**src/lms_consts.svh**
```systemverilog
// constants for the lighting mode sequencer
// assumes a single 40 MHz system clock
`ifndef LMS_CONSTS_SVH
`define LMS_CONSTS_SVH

`define LMS_CLK_HZ          40000000
`define LMS_OSC_HZ          1000000
`define LMS_OSC_DIV         (`LMS_CLK_HZ / `LMS_OSC_HZ)
`define LMS_STARTUP_MS      10
`define LMS_SOFTSTART_MS    20
`define LMS_STARTUP_TICKS   ((`LMS_STARTUP_MS * `LMS_OSC_HZ) / 1000)
`define LMS_SOFTSTART_TICKS ((`LMS_SOFTSTART_MS * `LMS_OSC_HZ) / 1000)
`define LMS_VOUT_RESET      8'h08
`define LMS_VOUT_MIN        8'h08
`define LMS_VOUT_MAX        8'h14

`endif

```
**src/lms_pkg.sv**
```systemverilog
// types for the lighting mode sequencer
// assumes nothing of its surroundings
package lms_pkg;
    typedef enum logic [2:0] {
        LMS_RESET      = 3'h0,
        LMS_STANDBY    = 3'h1,
        LMS_STARTUP    = 3'h3,
        LMS_BOOST_SS   = 3'h2,
        LMS_NORMAL     = 3'h6
    } lms_state_t;
endpackage : lms_pkg

```
**src/lms_osc_tick.sv**
```systemverilog
// oscillator tick divider for the lighting mode sequencer
// assumes clk_sys runs at LMS_CLK_HZ; tick scales with div
`timescale 1ns/1ps
module lms_osc_tick #(
    parameter int unsigned DIV = 40
) (
    input  wire logic clk_sys,
    input  wire logic rst_n,
    input  wire logic run,
    output logic      tick
);
    logic [15:0] cnt;
    logic [15:0] next_cnt;
    logic        next_tick;

    always_comb begin
        next_cnt  = cnt;
        next_tick = 1'b0;
        if (!run) begin
            next_cnt = 16'h0000;
        end else if (cnt == 16'(DIV - 1)) begin
            next_cnt  = 16'h0000;
            next_tick = 1'b1;
        end else begin
            next_cnt = cnt + 16'h0001;
        end
    end

    always_ff @(posedge clk_sys or negedge rst_n) begin
        if (!rst_n) begin
            cnt  <= 16'h0000;
            tick <= 1'b0;
        end else begin
            cnt  <= next_cnt;
            tick <= next_tick;
        end
    end
endmodule : lms_osc_tick

```
**src/lms_sequencer.sv**
```systemverilog
// operating mode sequencer: reset, standby, startup, boost soft start, normal
// assumes register bits arrive as synchronous levels from the serial port
`include "lms_consts.svh"
`timescale 1ns/1ps

// Summary of operation
// - in reset state every control register returns to its default
// - reset state entered while external reset low or power-on reset active
// - release of power-on reset leads to standby, not operation
// - run request bit defaults to zero after power-on reset
// - standby with everything off while run request zero and no reset
// - writes accepted in standby; settings apply as soon as startup ends
// - run request starts internal startup with a 10 ms settling delay
// - overtemperature disables operation and holds startup until it clears
// - boost soft start runs 20 ms at low current with LEDs forced off
// - soft start entered from startup or from normal when boost enabled
// - normal mode applies any register write, any bits, immediately
// - boost enable low puts converter in standby; high reruns soft start
// - active discharge on only while the boost converter runs and the autoload enable bit is set
// - 8-bit voltage code, clamped to thirteen levels 8 V to 20 V
// - all delays counted in internal oscillator ticks
module lms_sequencer #(
    parameter int unsigned OSC_DIV         = `LMS_OSC_DIV,
    parameter int unsigned STARTUP_TICKS   = `LMS_STARTUP_TICKS,
    parameter int unsigned SOFTSTART_TICKS = `LMS_SOFTSTART_TICKS
) (
    input  wire logic       clk_sys,
    input  wire logic       rst_n,
    input  wire logic       ext_reset_n,
    input  wire logic       por_active,
    input  wire logic       overtemp_shutdown,
    input  wire logic       wr_en,
    input  wire logic       run_request_wr,
    input  wire logic       boost_enable_wr,
    input  wire logic       autoload_enable_wr,
    input  wire logic [7:0] vout_code_wr,
    output logic            run_request_bit,
    output logic            boost_enable,
    output logic            autoload_enable,
    output logic [7:0]      vout_code,
    output logic [4:0]      vout_level,
    output logic            regs_in_reset,
    output logic            core_powered,
    output logic            boost_run,
    output logic            boost_soft_start,
    output logic            discharge_on,
    output logic            led_enable,
    output logic [2:0]      mode
);
    // ****************************************
    // oscillator tick
    // ****************************************
    logic osc_tick;
    logic osc_run;

    lms_osc_tick #(.DIV(OSC_DIV)) u_tick (
        .clk_sys (clk_sys),
        .rst_n   (rst_n),
        .run     (osc_run),
        .tick    (osc_tick)
    );

    // ****************************************
    // control registers
    // ****************************************
    logic       in_reset;
    logic       next_run;
    logic       next_boost;
    logic       next_autoload;
    logic [7:0] next_vout;

    assign in_reset = !ext_reset_n || por_active;

    always_comb begin
        next_run      = run_request_bit;
        next_boost    = boost_enable;
        next_autoload = autoload_enable;
        next_vout     = vout_code;
        if (in_reset) begin
            next_run      = 1'b0;
            next_boost    = 1'b0;
            next_autoload = 1'b1;
            next_vout     = `LMS_VOUT_RESET;
        end else if (wr_en) begin
            next_run      = run_request_wr;
            next_boost    = boost_enable_wr;
            next_autoload = autoload_enable_wr;
            next_vout     = vout_code_wr;
        end
    end

    always_ff @(posedge clk_sys or negedge rst_n) begin
        if (!rst_n) begin
            run_request_bit <= 1'b0;
            boost_enable    <= 1'b0;
            autoload_enable <= 1'b1;
            vout_code       <= `LMS_VOUT_RESET;
        end else begin
            run_request_bit <= next_run;
            boost_enable    <= next_boost;
            autoload_enable <= next_autoload;
            vout_code       <= next_vout;
        end
    end

    // clamp to 8..20 V; level 0 means 8 V
    always_comb begin
        if (vout_code < `LMS_VOUT_MIN) begin
            vout_level = 5'h00;
        end else if (vout_code > `LMS_VOUT_MAX) begin
            vout_level = 5'(`LMS_VOUT_MAX - `LMS_VOUT_MIN);
        end else begin
            vout_level = 5'(vout_code - `LMS_VOUT_MIN);
        end
    end

    // ****************************************
    // mode state machine
    // ****************************************
    lms_pkg::lms_state_t state;
    lms_pkg::lms_state_t next_state;
    logic [15:0]         delay;
    logic [15:0]         next_delay;
    logic                boost_prev;
    logic                boost_rise;

    assign boost_rise = boost_enable && !boost_prev;
    assign osc_run    = state != lms_pkg::LMS_RESET && state != lms_pkg::LMS_STANDBY;

    always_comb begin
        next_state = state;
        next_delay = delay;
        if (in_reset) begin
            next_state = lms_pkg::LMS_RESET;
            next_delay = 16'h0000;
        end else begin
            unique case (state)
                lms_pkg::LMS_RESET: begin
                    next_state = lms_pkg::LMS_STANDBY;
                end
                lms_pkg::LMS_STANDBY: begin
                    next_delay = 16'h0000;
                    if (run_request_bit) begin
                        next_state = lms_pkg::LMS_STARTUP;
                    end
                end
                lms_pkg::LMS_STARTUP: begin
                    if (!run_request_bit) begin
                        next_state = lms_pkg::LMS_STANDBY;
                    end else if (overtemp_shutdown) begin
                        next_delay = 16'h0000;
                    end else if (osc_tick) begin
                        if (delay == 16'(STARTUP_TICKS - 1)) begin
                            next_delay = 16'h0000;
                            next_state = boost_enable ? lms_pkg::LMS_BOOST_SS
                                                      : lms_pkg::LMS_NORMAL;
                        end else begin
                            next_delay = delay + 16'h0001;
                        end
                    end
                end
                lms_pkg::LMS_BOOST_SS: begin
                    if (!run_request_bit) begin
                        next_state = lms_pkg::LMS_STANDBY;
                    end else if (overtemp_shutdown) begin
                        next_state = lms_pkg::LMS_STARTUP;
                        next_delay = 16'h0000;
                    end else if (!boost_enable) begin
                        next_state = lms_pkg::LMS_NORMAL;
                        next_delay = 16'h0000;
                    end else if (osc_tick) begin
                        if (delay == 16'(SOFTSTART_TICKS - 1)) begin
                            next_delay = 16'h0000;
                            next_state = lms_pkg::LMS_NORMAL;
                        end else begin
                            next_delay = delay + 16'h0001;
                        end
                    end
                end
                lms_pkg::LMS_NORMAL: begin
                    next_delay = 16'h0000;
                    if (!run_request_bit) begin
                        next_state = lms_pkg::LMS_STANDBY;
                    end else if (overtemp_shutdown) begin
                        next_state = lms_pkg::LMS_STARTUP;
                    end else if (boost_rise) begin
                        next_state = lms_pkg::LMS_BOOST_SS;
                    end
                end
                default: begin
                    next_state = lms_pkg::LMS_RESET;
                end
            endcase
        end
    end

    always_ff @(posedge clk_sys or negedge rst_n) begin
        if (!rst_n) begin
            state      <= lms_pkg::LMS_RESET;
            delay      <= 16'h0000;
            boost_prev <= 1'b0;
        end else begin
            state      <= next_state;
            delay      <= next_delay;
            boost_prev <= boost_enable;
        end
    end

    // ****************************************
    // outputs
    // ****************************************
    logic active;
    assign active           = state == lms_pkg::LMS_BOOST_SS || state == lms_pkg::LMS_NORMAL;
    assign regs_in_reset    = state == lms_pkg::LMS_RESET;
    assign core_powered     = osc_run;
    assign boost_run        = active && boost_enable;
    // soft start only while the converter is enabled; cleared enable means standby
    assign boost_soft_start = state == lms_pkg::LMS_BOOST_SS && boost_enable;
    assign discharge_on     = boost_run && autoload_enable;
    assign led_enable       = state == lms_pkg::LMS_NORMAL;
    assign mode             = state;
endmodule : lms_sequencer

```
**config.mk**
```make
export PLATFORM = sky130hd
export DESIGN_NAME = lms_sequencer
export DESIGN_NICKNAME = d
export VERILOG_FILES = /design/src/lms_pkg.sv /design/src/lms_osc_tick.sv /design/src/lms_sequencer.sv
export VERILOG_INCLUDE_DIRS = /design/src /design/src/src
export SDC_FILE = /design/constraint.sdc
export NUM_CORES = 1
export LEC_CHECK = 0
export ABC_AREA = 1
export BUFFER_PORTS_ARGS = -buffer_cell sky130_fd_sc_hd__buf_2
export CORE_UTILIZATION = 55
export DETAILED_ROUTE_END_ITERATION = 8
export GPL_TIMING_DRIVEN = 0
export PLACE_DENSITY = 0.8
export SLEW_MARGIN = 10
export SYNTH_ARGS = -nofsm -noshare
export SYNTH_HDL_FRONTEND = slang
export SYNTH_HIERARCHICAL = 1
export SYNTH_SLANG_ARGS = --single-unit
export TNS_END_PERCENT = 1
```
**constraint.sdc**
```tcl
create_clock -name clk_sys -period 4.2 [get_ports clk_sys]
set_input_delay 0.42 -clock clk_sys [delete_from_list [all_inputs] [get_ports clk_sys]]
set_output_delay 0.42 -clock clk_sys [all_outputs]
set_load 0.005 [all_outputs]
```
**Word-level counts from Yosys, hierarchy flattened**

Cells that the tools add are included.

- Bits in registers: 48
- Memories kept: 0
- ROM bits: 0
- Bits in latches: 0
- Word-level logic and storage cells: 90
- Bits of input ports: 17
- Output and inout port bits: 25
- Bits in writable memories: 0

- Multiply operators: 0
- Muxes and demuxes: 41
- Div/mod/pow operators: 0
- Eq/ne operators: 19
- Add/sub/neg operators: 3
- Reductions and logical operators: 16
- Shift-type cells: 0
- Magnitude comparators: 2
- Bitwise logic cells: 0

Operators with widths:

| kind | count |
|---|---|
| $mux W16 | 12 |
| $pmux W16 S3 | 1 |
| $mux W3 | 15 |
| $add A16 B1 Y16 const B | 2 |
| $eq A16 B14 Y1 const B | 1 |
| $eq A16 B15 Y1 const B | 1 |
| $eq A16 B6 Y1 const B | 1 |
| $mux W8 | 2 |
| $pmux W3 S5 | 1 |
| $mux W5 | 2 |
| $ne A3 B3 Y1 const B | 3 |
| $gt A8 B5 Y1 const B | 1 |
| $lt A8 B4 Y1 const B | 1 |
| $mux W1 | 8 |
| $ne A4 B3 Y1 const B | 2 |
| $ne A4 B4 Y1 const B | 2 |
| $reduce_and A7 Y1 | 1 |
| $eq A3 B2 Y1 const B | 2 |
| $ne A6 B5 Y1 const B | 1 |
| $ne A6 B6 Y1 const B | 1 |
| $logic_and A1 B1 Y1 | 5 |
| $ne A5 B3 Y1 const B | 1 |
| $ne A5 B4 Y1 const B | 1 |
| $reduce_and A5 Y1 | 1 |
| 11 further kinds | 13 |

**Logic depth before layout (Yosys ltp)**

Gate-level depths: netlist of run 1.

- Depth in word-level cells: 8
- Gate-level depth with buffers: 12
- Gate-level depth less buffers: 12

**Cells and area by module**

Netlist of run 1, hierarchy kept.

By module, submodules not included:

| module | area each (sq um) | times used | sequential area each (sq um) | cells an instance |
|---|---|---|---|---|
| lms_sequencer | 2052.0 | 1 | 778.2 | 304 |
| lms_osc_tick | 939.7 | 1 | 425.4 | 129 |

**Least setup slack after synthesis of run 1**

Ideal clock, no wire load.

- Path type: register to output
- From: register vout_code[6]
- To: output vout_level[0]
- Setup slack: 2716 ps
- Cell stages (with the launch flop): 8
- Data arrival time: 1064 ps
- Path through: dfrtp_1 -> nor2_1 -> inv_1 -> nor2_1 -> inv_1 -> nor2_1 -> a31oi_1 -> nor3b_1

- Longest elaborated chain between the ends: 3

RTL lines:

| what | line | RTL |
|---|---|---|
| start: declaration | lms_sequencer.sv:40 | `output logic [7:0] vout_code,` |
| start signal: assignment | lms_sequencer.sv:97 | `` vout_code <= `LMS_VOUT_RESET; `` |
| start signal: assignment | lms_sequencer.sv:102 | `vout_code <= next_vout;` |
| $gt A8 B5 Y1 (no source line) | - |  |
| $mux W5 | lms_sequencer.sv:110 | `` end else if (vout_code > `LMS_VOUT_MAX) begin `` |
| $mux W5 * | lms_sequencer.sv:108 | `` if (vout_code < `LMS_VOUT_MIN) begin `` |
| end: declaration | lms_sequencer.sv:41 | `output logic [4:0] vout_level,` |

Mark *: on every way between the ends. The rest lies on a longest branch, timed or not.

**Worst setup path after layout of run 1**

Same ends and word-level chain as after synthesis.

==> summary.md, run 1 <==
| Metric | Value |
|---|---|
| Status | complete, no violations |
| Pwr/cell area | 258.5 nW/µm² |
| R2R Path Start | delay[1]$_DFFE_PN0P_ |
| Layout area overhead | 12.71% |
| Crit path capture type | output pin |
| RD Place Congestion | 0.9121 |
| Clk_lat worst skew | 0.32 ns |
| Num ports | 42 |
| EDFF count, synth | 0 |
| Final setup viols | 0 |
| Post-route minimum period | just over 2 ns |
| Die Wd | 75.75 µm |
| Slew Limit Headroom | 29.65% |
| Multi-input gate area | 1525 µm² |
| FP Rows | 26 |
| Flops & latches, synth | 48 |
| Synthesized area per cell | 6.909 µm² |
| Initial core utilization | 57.84% |
| DR vias | 2938 |
| VDD IR-drop max | ~0.00021 V |
| Critical path class | flip-flop to output pin |
| First-pass GRT wire length | 11080 µm |
| Number of diodes | 0 |
| Synth top cells by count | nand2_1, nor2_1, inv_1 |
| Area share of and/or/nand/nor cells after synthesis | 38.64% |
| Post-Synth XOR/XNOR Area | 2.635% |
| Clk slew on worst S/H paths | around 0.1 ns |
| Tcrit/Tclk final | 49.03% |
| Die Y | ~76 µm |
| DP Worst Slack | ~2.5 ns |
| Fillers | 476 |
| Pwr Total | 871.5 µW |
| Drt total wl | between 6000 and 7000 µm |
| Area leader, netlist | dfrtp_1 |
| Top post-synthesis cells by area | dfrtp_1, nand2_1, nor2_1, inv_1, nand3_1 |
| P_leak | 1.601 nW |
| Setup TNS | 0 ns |
| Num CTS Buffers | 5 |
| Main flop type after synthesis | dfrtp_1 |
| Yosys top cell area share | 38.48% |
| Post-synth ARST share | 100.0% |
| Post-synth net total | between 400 and 500 |
| Share of layout cells above drive strength 1 | 17.67% |
| CTS sink cnt | 48 |
| Clock Skew | 0.01199 ns |
| Final slew viol count | 0 |
| Worst EP arrival | 1.64 ns |
| Via density | 5.332 |
| Detailed placement HPWL | 5104 µm |
| Largest family of logic cells by synthesized area | simple AND/OR/NAND/NOR gates |
| Hold-fix buffers, CTS | 0 |
| Clk root buf | clkbuf_8 |
| Die area | 5738 µm² |
| DRC errors left | 0 |
| Unrepaired setup endpoints after global routing | no |
| DR WL/cell | 12.41 µm |
| Cell count after synthesis | 433 |
| Postcts setup bufs | 0 |
| Placed instance area | 3279 µm² |
| Crit path setup slack, layout | around 2.1 ns |
| Port bufs | 40 |
| Largest net degree at the start of global routing | 49 |
| Non-Filler Cell Area, Final | 3372 µm² |
| CTS resizes | 0 |
| Hold Violations, Final | 0 |
| Core area | 5172 µm² |
| Worst Max-Slew Pin Slew | 1.055 ns |
| Yosys cell types | 34 |
| CTS tree | done |
| Complex-gate fraction of the synthesized area | 8.741% |
| Crit-path max FO | 3 |
| Cell area after synthesis | 2992 µm² |
| Total gr overflow | 0 |
| Routed Antenna Nets | 0 |
| Mux cell area share after synthesis | 0% |
| Critical path launch point | vout_code[6]$_DFFE_PN0P_ |
| Total Routing Usage GR | 25.77% |
| HP Class | primary input to async pin |
| DR pass1 iterations | 5 |
| Final net count | between 400 and 500 |
| DRT iter0 DRCs | between 150 and 200 |
| Vias in the first global route | between 2000 and 3000 |
| Setup crit start kind | flip-flop |
| Top-count cell post-synth | nand2_1 |
| CTS Buffer Depth | 2 |
| Hold Slack | about 0.27 ns |
| Synthesis Warnings | 6 |
| Max-cap violations | 0 |
| CTS H-tree depth | 2 |
| Sequential share of the synthesized area | 40.23% |
| Max Freq | 485.6 MHz |
| Req. time, crit path | around 3.8 ns |
| Storage element area | 1204 µm² |
| Antenna violations before repair | 0 |
| Post-synthesis adder-cell area fraction | less than 1% |
[metal layers]
layer	vias up	global-route usage (%)	wire (µm)
met5	-	0	0
met4	0	9.465	106
met3	14	6.085	317
met2	83	42.38	3283
met1	1383	33.11	3131
li1	1458	-	-
[worst paths after layout]
kind                                               end  slack [ns]  cells past startpoint
min in group clk_sys          vout_code[1]$_DFFE_PN0P_        0.32                      3
max in group asynchronous  run_request_bit$_DFFE_PN0P_        3.26                      1
hold reg to reg                   boost_prev$_DFF_PN0_        0.45                      0
hold / removal                   delay[11]$_DFFE_PN0P_        0.27                      1
setup reg to reg                 delay[14]$_DFFE_PN0P_        2.42                     11
setup / recovery                         vout_level[0]        2.14                      8
[placed cells by master, fill, tap and decap left out, drive strengths merged, types with 9 or more instances in the layout]
cell type / n
nand2: 108
nand3: 30
nand4: 13
a21oi: 17
buf: 42
dfrtp: 46
clkbuf: 9
nor2: 96
o21ai: 25
inv: 61
[registers in the layout (all words and copies together) (netlist names)]
register	flops
delay	16
u_tick/cnt	16
vout_code	8
mode	3
autoload_enable	1
boost_enable	1
boost_prev	1
run_request_bit	1
u_tick/tick	1
[worst max-delay path: stages (launching register included)]
cell and delay [ns]:
dfrtp_1 0.41, nor2_1 0.12, inv_1 0.05, nor2_1 0.13
inv_1 0.05, nor2_1 0.13, a31oi_1 0.10, nor3b_1 0.20
buf_2 0.14
[power by group]
group	switching (mW)	total (mW)	internal (mW)
registers	0.00897	0.479	0.470
logic	0.0678	0.101	0.0335
clock network	0.173	0.291	0.118
[kinds of logic after synthesis]
group / count (synthesis)
AOI/OAI and AO/OA: 47
xor gates and xnor gates: 9
adders and majority gates: 2
buffers and inverters: 68
DFF: 48
other: 1
and+or+nand+nor: 258
[through the flow]
stage | utilization (%) | instances
6_report | 65.19 | 551
5_1_grt | 65.19 | 551
4_1_cts | 65.19 | 551
3_5_place_dp | 63.40 | 543
3_3_place_gp | 63.40 | 543
2_1_floorplan | - | 433
[final cells by class]
cell class	count	area share [%]
buffer	6	0.8163
clock buffer	5	2.041
clock inverter	3	0.7050
inverter	62	6.976
multi-input combinational	317	45.23
sequential	48	35.70
tap	70	2.597
timing repair buffer	40	5.937
Power figures use the tool's default switching activity.
==> run 2, diff against run 1 <==
- ABC_AREA: 1 -> 0
- PLACE_DENSITY: 0.8 -> 0.81
- clock period: 4.2 -> 2.14 ns (I/O delays scaled with it)
==> summary.md, run 2 <==
| Metric | Value |
|---|---|
| Antenna violations before repair | 0 (unchanged) |
| Crit-path max FO | 10 (was 3) |
| Slew Limit Headroom | 31.53% (was 29.65%) |
| Top post-synthesis cells by area | dfrtp_1, nor2_1, a22o_1, mux2i_1, xnor2_1 (was dfrtp_1, nand2_1, nor2_1, inv_1, nand3_1) |
| Die Y | 72.18 µm (was 75.75 µm) |
| Tcrit/Tclk final | 94.56% |
| Pwr/cell area | 557.0 nW/µm² (was 258.5 nW/µm²) |
| Crit path capture type | flip-flop (was output pin) |
| FP Rows | 25 (was 26) |
| Clk_lat worst skew | 0.30 ns (was 0.32 ns) |
| CP cell instances | clkbuf_1, nor4b_2, nand4_1, a22oi_4, buf_6, o21ai_1, a22o_1 (was nor2_1, inv_1, nor2_1, inv_1, nor2_1, a31oi_1, nor3b_1, buf_2) |
| Pwr Total | 1.739 mW (was 871.5 µW) |
| DR vias | 2247 (was 2938) |
| Via density | 5.776 (was 5.332) |
| Num ports | 42 (unchanged) |
| EDFF count, synth | 0 (unchanged) |
| Cell count after synthesis | 274 (was 433) |
| Yosys top cell area share | 42.49% (was 38.48%) |
| Total gr overflow | 0 (unchanged) |
| Largest net degree at the start of global routing | 49 (unchanged) |
| CTS H-tree depth | 2 (unchanged) |
| DP Worst Slack | 0.06361 ns (was 2.498 ns) |
| Routed Antenna Nets | 0 (unchanged) |
| R2r worst-path depth | 7 (was 11) |
| Post-synth ARST share | 100.0% (unchanged) |
| Top-count cell post-synth | dfrtp_1 (was nand2_1) |
| Unrepaired setup endpoints after global routing | no (unchanged) |
| Layout area overhead | 15.24% (was 12.71%) |
| Critical-path top delay cell | dfrtp_1 (unchanged) |
| Setup crit start kind | flip-flop (unchanged) |
| DR pass1 iterations | 4 (was 5) |
| Vias in the first global route | 1984 (was 2586) |
| CTS tree | done (unchanged) |
| Worst EP arrival | 2.23 ns (was 1.64 ns) |
| Worst Max-Slew Pin Slew | 1.027 ns (was 1.055 ns) |
| Final net count | 340 (was 499) |
| Yosys cell types | 54 (was 34) |
| First-pass GRT wire length | 9301 µm (was 11080 µm) |
| Most frequent cells in the layout | dfrtp_1, buf_2, nor2_1 (was nand2_1, nor2_1, inv_1) |
| Number of diodes | 0 (unchanged) |
| Die Wd | 72.18 µm (was 75.75 µm) |
| Final Util | 66.09% (was 65.19%) |
| Post-route minimum period | 2.024 ns |
| CTS sink cnt | 48 (unchanged) |
| DR WL/cell | 14.03 µm (was 12.41 µm) |
| RD Place Congestion | 0.8122 (was 0.9121) |
| Hold Violations, Final | 0 (unchanged) |
| Clock Skew | 0.003248 ns (was 0.01199 ns) |
| Max incr delay on CP | 0.37 ns (was 0.41 ns) |
| Post-synth net total | 293 (was 452) |
| DRC errors left | 0 (unchanged) |
| Most common cell after layout, fill and taps aside | dfrtp_1 (was nand2_1) |
| Detailed placement HPWL | 3880 µm (was 5104 µm) |
| Biggest regs | delay x16, u_tick/cnt x16, vout_code x8 (unchanged) |
| Initial core utilization | 57.35% (was 57.84%) |
| Share of layout cells above drive strength 1 | 24.22% (was 17.67%) |
| Req. time, crit path | 2.34 ns (was 3.78 ns) |
| Drt total wl | 5456 µm (was 6839 µm) |
| CTS Buffer Depth | 2 (unchanged) |
| Clk slew on worst S/H paths | 0.09 ns (was 0.10 ns) |
| Port bufs | 39 (was 40) |
| Main flop type after synthesis | dfrtp_1 (unchanged) |
| HP Class | primary input to async pin (unchanged) |
| Fillers | 382 (was 476) |
| Core area | 4723 µm² (was 5172 µm²) |
| VDD IR-drop max | 0.0003312 V (was 0.0002119 V) |
| Area leader, netlist | dfrtp_1 (unchanged) |
| Sequential share of the synthesized area | 44.43% (was 40.23%) |
| Status | complete, no violations (unchanged) |
| Clk root buf | clkbuf_8 (unchanged) |
| Die area | 5210 µm² (was 5738 µm²) |
| Crit path setup slack, layout | 0.1164 ns (was 2.141 ns) |
| Max Freq | 494.2 MHz |
| Final slew viol count | 0 (unchanged) |
| Setup TNS | 0 ns (unchanged) |
| P_leak | 1.426 nW (was 1.601 nW) |
| Total Routing Usage GR | 23.07% (was 25.77%) |
| Max-cap violations | 0 (unchanged) |
| Flops & latches, synth | 48 (unchanged) |
| Final setup viols | 0 (unchanged) |
| Synthesized area per cell | 9.886 µm² (was 6.909 µm²) |
| Num CTS Buffers | 5 (unchanged) |
| Synthesis Warnings | 6 (unchanged) |
| Critical path class | flip-flop to flip-flop (was flip-flop to output pin) |
| DRT iter0 DRCs | 103 (was 166) |
| Cell area after synthesis | 2709 µm² (was 2992 µm²) |
| Synth top cells by count | dfrtp_1, nor2_1, a22o_1 (was nand2_1, nor2_1, inv_1) |
==> run 2: worst paths after layout <==
kind	to	slack (ns)	start
setup reg to reg	delay[12]$_DFFE_PN0P_	0.12	delay[4]$_DFFE_PN0P_
hold reg to reg	u_tick/cnt[0]$_DFF_PN0_	0.51	u_tick/cnt[0]$_DFF_PN0_
min in group clk_sys	vout_code[3]$_DFFE_PN1P_	0.12	vout_code_wr[3]
setup / recovery	delay[12]$_DFFE_PN0P_	0.12	delay[4]$_DFFE_PN0P_
hold / removal	vout_code[6]$_DFFE_PN0P_	0.08	rst_n
max in group asynchronous	u_tick/cnt[11]$_DFF_PN0_	1.43	rst_n
==> run 2: power by group <==
part | total, mW | switching, mW | internal, mW
Clock | 0.671 | 0.319 | 0.352
Combinational | 0.140 | 0.0793 | 0.0607
Sequential | 0.928 | 0.0112 | 0.917
Total | 1.74 | 0.409 | 1.33
==> run 2: layout make-up <==
| cell class | count | area [µm²] | area share [%] |
|---|---|---|---|
| Timing Repair Buffer | 40 | 202.7 | 6.493 |
| Multi-Input combinational cell | 208 | 1414 | 45.29 |
| Buffer | 12 | 80.08 | 2.565 |
| Sequential cell | 48 | 1204 | 38.56 |
| Inverter | 6 | 22.52 | 0.7214 |
| Tap cell | 67 | 83.83 | 2.685 |
| Clock inverter | 3 | 46.29 | 1.483 |
| Clock buffer | 5 | 68.82 | 2.204 |
==> run 2: repair_timing <==
action                     CTS  global route
gates resized for setup      0             2
hold endpoints to repair     0             0
setup buffers                0             1
hold buffers                 0             0
setup endpoints to repair    0            11
==> run 2: logic make-up (layout without fill, tap and decap cells) <==
kind of cell	count (synthesis)	in the layout	synth area share (%)
AO/OA/AOI/OAI	48	48	14.37
buffers and inverters	18	66	3.787
XOR/XNOR	13	13	4.203
AND/OR/NAND/NOR	133	133	28.04
adder cells (fa/ha/maj)	2	2	0.9236
multiplexers	11	11	4.111
flip-flops	48	48	44.43
other	1	1	0.1384
==> run 2: worst max-delay path: cells and delay by family (launching register included) <==
family	cells	cell delay (ns)
simple gates	2	0.53
flops	1	0.37
buf+inv	2	0.39
compound gates	3	0.64
==> run 2: layer usage <==
| layer | track usage, % | wire [µm] | share of wire [%] |
|---|---|---|---|
| met5 | 0 | 0 | 0 |
| met4 | 8.279 | 46 | 0.84 |
| met3 | 4.306 | 216 | 4.0 |
| met2 | 35.31 | 2640 | 48 |
| met1 | 32.94 | 2552 | 47 |
==> run 2: through the flow <==
stage | std cells | cell area (µm²) | hold WS [ns]
2_1_floorplan | 274 | 2709 | -0.08159
3_3_place_gp | 380 | 2988 | 0.4334
3_5_place_dp | 380 | 2988 | 0.4332
4_1_cts | 388 | 3103 | 0.1027
5_1_grt | 389 | 3122 | 0.1113
6_report | 389 | 3122 | 0.07804
==> run 3, diff against run 2 <==
- CELL_PAD_IN_SITES_DETAIL_PLACEMENT: not set -> 0
- CELL_PAD_IN_SITES_GLOBAL_PLACEMENT: not set -> 2
- CORE_UTILIZATION: 55 -> 36
- PLACE_DENSITY: 0.81 -> 0.83
- SKIP_LAST_GASP: not set -> 1
==> summary.md, run 3 (synthesis results as in run 2) <==
| Metric | Value |
|---|---|
| Status | complete, no violations (unchanged) |
| FF-to-FF End | delay[12]$_DFFE_PN0P_ (unchanged) |
| Crit path capture type | flip-flop (unchanged) |
| Critical-path top delay cell | dfrtp_1 (unchanged) |
| Critical path class | flip-flop to flip-flop (unchanged) |
| Worst R2R Setup Slack | 0.13 ns (was 0.12 ns) |
| Hold Violations, Final | 0 (unchanged) |
| FP Rows | 31 (was 25) |
| Hold Slack | 0.1155 ns (was 0.07804 ns) |
| Unrepaired setup endpoints after global routing | yes (was no) |
| Tcrit/Tclk final | 93.92% (was 94.56%) |
| Req. time, crit path | 2.34 ns (about the same) |
| Max-cap violations | 0 (unchanged) |
| Most frequent cells in the layout | dfrtp_1, buf_2, nor2_1 (unchanged) |
| Most common cell after layout, fill and taps aside | dfrtp_1 (unchanged) |
| Crit-path max FO | 10 (unchanged) |
| Final net count | 341 (was 340) |
| Vias in the first global route | 2137 (was 1984) |
| Worst Max-Slew Pin Slew | 1.110 ns (was 1.027 ns) |
| Die Wd | 88.75 µm (was 72.18 µm) |
| RD Place Congestion | 0.7484 (was 0.8122) |
| Port bufs | 39 (unchanged) |
| Share of layout cells above drive strength 1 | 24.53% (was 24.22%) |
| Placed instance area | 3028 µm² (was 2988 µm²) |
| CTS sink cnt | 48 (unchanged) |
| Slew Limit Headroom | 25.98% (was 31.53%) |
| Total gr overflow | 0 (unchanged) |
| DP Worst Slack | 0.04637 ns (was 0.06361 ns) |
| CP cell instances | clkbuf_1, nor4_1, nand4_1, a22oi_4, buf_6, o21ai_1, a22o_1 (was clkbuf_1, nor4b_2, nand4_1, a22oi_4, buf_6, o21ai_1, a22o_1) |
| First-pass GRT wire length | 10520 µm (was 9301 µm) |
| Clk_lat worst skew | 0.30 ns (about the same) |
| Via density | 5.328 (was 5.776) |
| CP delay by family, top | compound AO/OA/AOI/OAI gates (unchanged) |
| Max incr delay on CP | 0.36 ns (was 0.37 ns) |
| Setup crit start kind | flip-flop (unchanged) |
| Layout area overhead | 17.41% (was 15.24%) |
| Setup TNS | 0 ns (unchanged) |
| Max Freq | 497.5 MHz (was 494.2 MHz) |
| Routed Antenna Nets | 0 (unchanged) |
| Num ports | 42 (unchanged) |
| R2R Path Start | delay[7]$_DFFE_PN0P_ (was delay[4]$_DFFE_PN0P_) |
| DR pass1 iterations | 4 (unchanged) |
| Worst EP arrival | 2.21 ns (was 2.23 ns) |
| CTS tree | done (unchanged) |
| Biggest regs | delay x16, u_tick/cnt x16, vout_code x8 (unchanged) |
| Hold-fix buffers, CTS | 0 (unchanged) |
| Final slew viol count | 0 (unchanged) |
| Final Util | 43.85% (was 66.09%) |
| VDD IR-drop max | 0.0003157 V (was 0.0003312 V) |
| Die Y | 88.75 µm (was 72.18 µm) |
| Drt total wl | 6252 µm (was 5456 µm) |
| Total Routing Usage GR | 17.49% (was 23.07%) |
| Post-route minimum period | 2.010 ns (was 2.024 ns) |
| Clk slew on worst S/H paths | 0.09 ns (about the same) |
| Clock Skew | 0.004941 ns (was 0.003248 ns) |
| Crit path setup slack, layout | 0.1300 ns (was 0.1164 ns) |
| Non-Filler Cell Area, Final | 3181 µm² (was 3122 µm²) |
| Final setup viols | 0 (unchanged) |
| DR vias | 2243 (was 2247) |
| Clk root buf | clkbuf_8 (unchanged) |
| HP Class | primary input to async pin (unchanged) |
| CTS H-tree depth | 2 (unchanged) |
| P_leak | 1.439 nW (was 1.426 nW) |
| Core area | 7253 µm² (was 4723 µm²) |
| CTS Buffer Depth | 2 (unchanged) |
| DRT iter0 DRCs | 93 (was 103) |
| DRC errors left | 0 (unchanged) |
| Largest net degree at the start of global routing | 49 (unchanged) |
| R2r worst-path depth | 7 (unchanged) |
| DR WL/cell | 14.85 µm (was 14.03 µm) |
| Bufs and invs on worst path | 2 (unchanged) |
| Detailed placement HPWL | 4363 µm (was 3880 µm) |
| Pwr/cell area | 580.9 nW/µm² (was 557.0 nW/µm²) |
| Initial core utilization | 37.35% (was 57.35%) |
| Num CTS Buffers | 5 (unchanged) |
| Antenna violations before repair | 0 (unchanged) |
| Die area | 7876 µm² (was 5210 µm²) |
| Number of diodes | 0 (unchanged) |
## run 3: cell count changes in the layout (fill, tap and decap cells not counted)
cell,before,now
nor2_2,0,1
clkinvlp_4,1,0
bufinv_16,1,2
buf_4,2,3
nor2_4,1,0
nor2b_2,0,1
inv_6,1,0
nor2b_1,11,10
## run 3: what timing repair did
action,in CTS,in global routing
endpoints found under the setup margin,0,12
resized for setup,0,2
setup buffers,0,2
## run 3: routing by layer
layer | wire length, µm | GRT usage, % | part of all wire, %
met5 | 0 | 0 | 0
met4 | 120 | 6.598 | 1.9
met3 | 177 | 2.892 | 2.8
met2 | 2952 | 28.25 | 47
met1 | 3001 | 23.53 | 48
## run 3: power by group
part	leakage [nW]	internal (mW)	switching, mW
clock	0.0642	0.460	0.318
sequential	0.660	0.917	0.0117
combinational	0.715	0.0612	0.0799
total	1.44	1.44	0.409
## run 3: final cells by class
type | count | area (µm²)
buffer | 12 | 80.08
clock buffer | 5 | 68.82
clock inverter | 2 | 60.06
fill | 728 | 4073
inverter | 6 | 22.52
multi-input combinational | 208 | 1411
sequential | 48 | 1204
tap | 99 | 123.9
timing repair buffer | 41 | 210.2
## run 3: how the worst max path moves through the flow
| stage | start | endpoint | slack (ns) | depth (start not counted) |
|---|---|---|---|---|
| after floorplan | delay[4]$_DFFE_PN0P_ | delay[12]$_DFFE_PN0P_ | 0.32 | 7 |
| after global placement | delay[4]$_DFFE_PN0P_ | delay[12]$_DFFE_PN0P_ | 0.03 | 7 |
| after detailed placement | delay[4]$_DFFE_PN0P_ | delay[12]$_DFFE_PN0P_ | 0.05 | 7 |
| after CTS | delay[4]$_DFFE_PN0P_ | delay[12]$_DFFE_PN0P_ | 0.005 | 7 |
| after global routing | delay[4]$_DFFE_PN0P_ | delay[12]$_DFFE_PN0P_ | -0.03 | 7 |
| final | delay[7]$_DFFE_PN0P_ | delay[12]$_DFFE_PN0P_ | 0.13 | 7 |
## run 3: metrics by stage
stage | instances | total power, mW
after floorplan | 274 | 1.025
after global placement | 412 | 1.089
final | 421 | 1.848
after CTS | 419 | 1.865
after detailed placement | 412 | 1.090
after global routing | 421 | 1.917
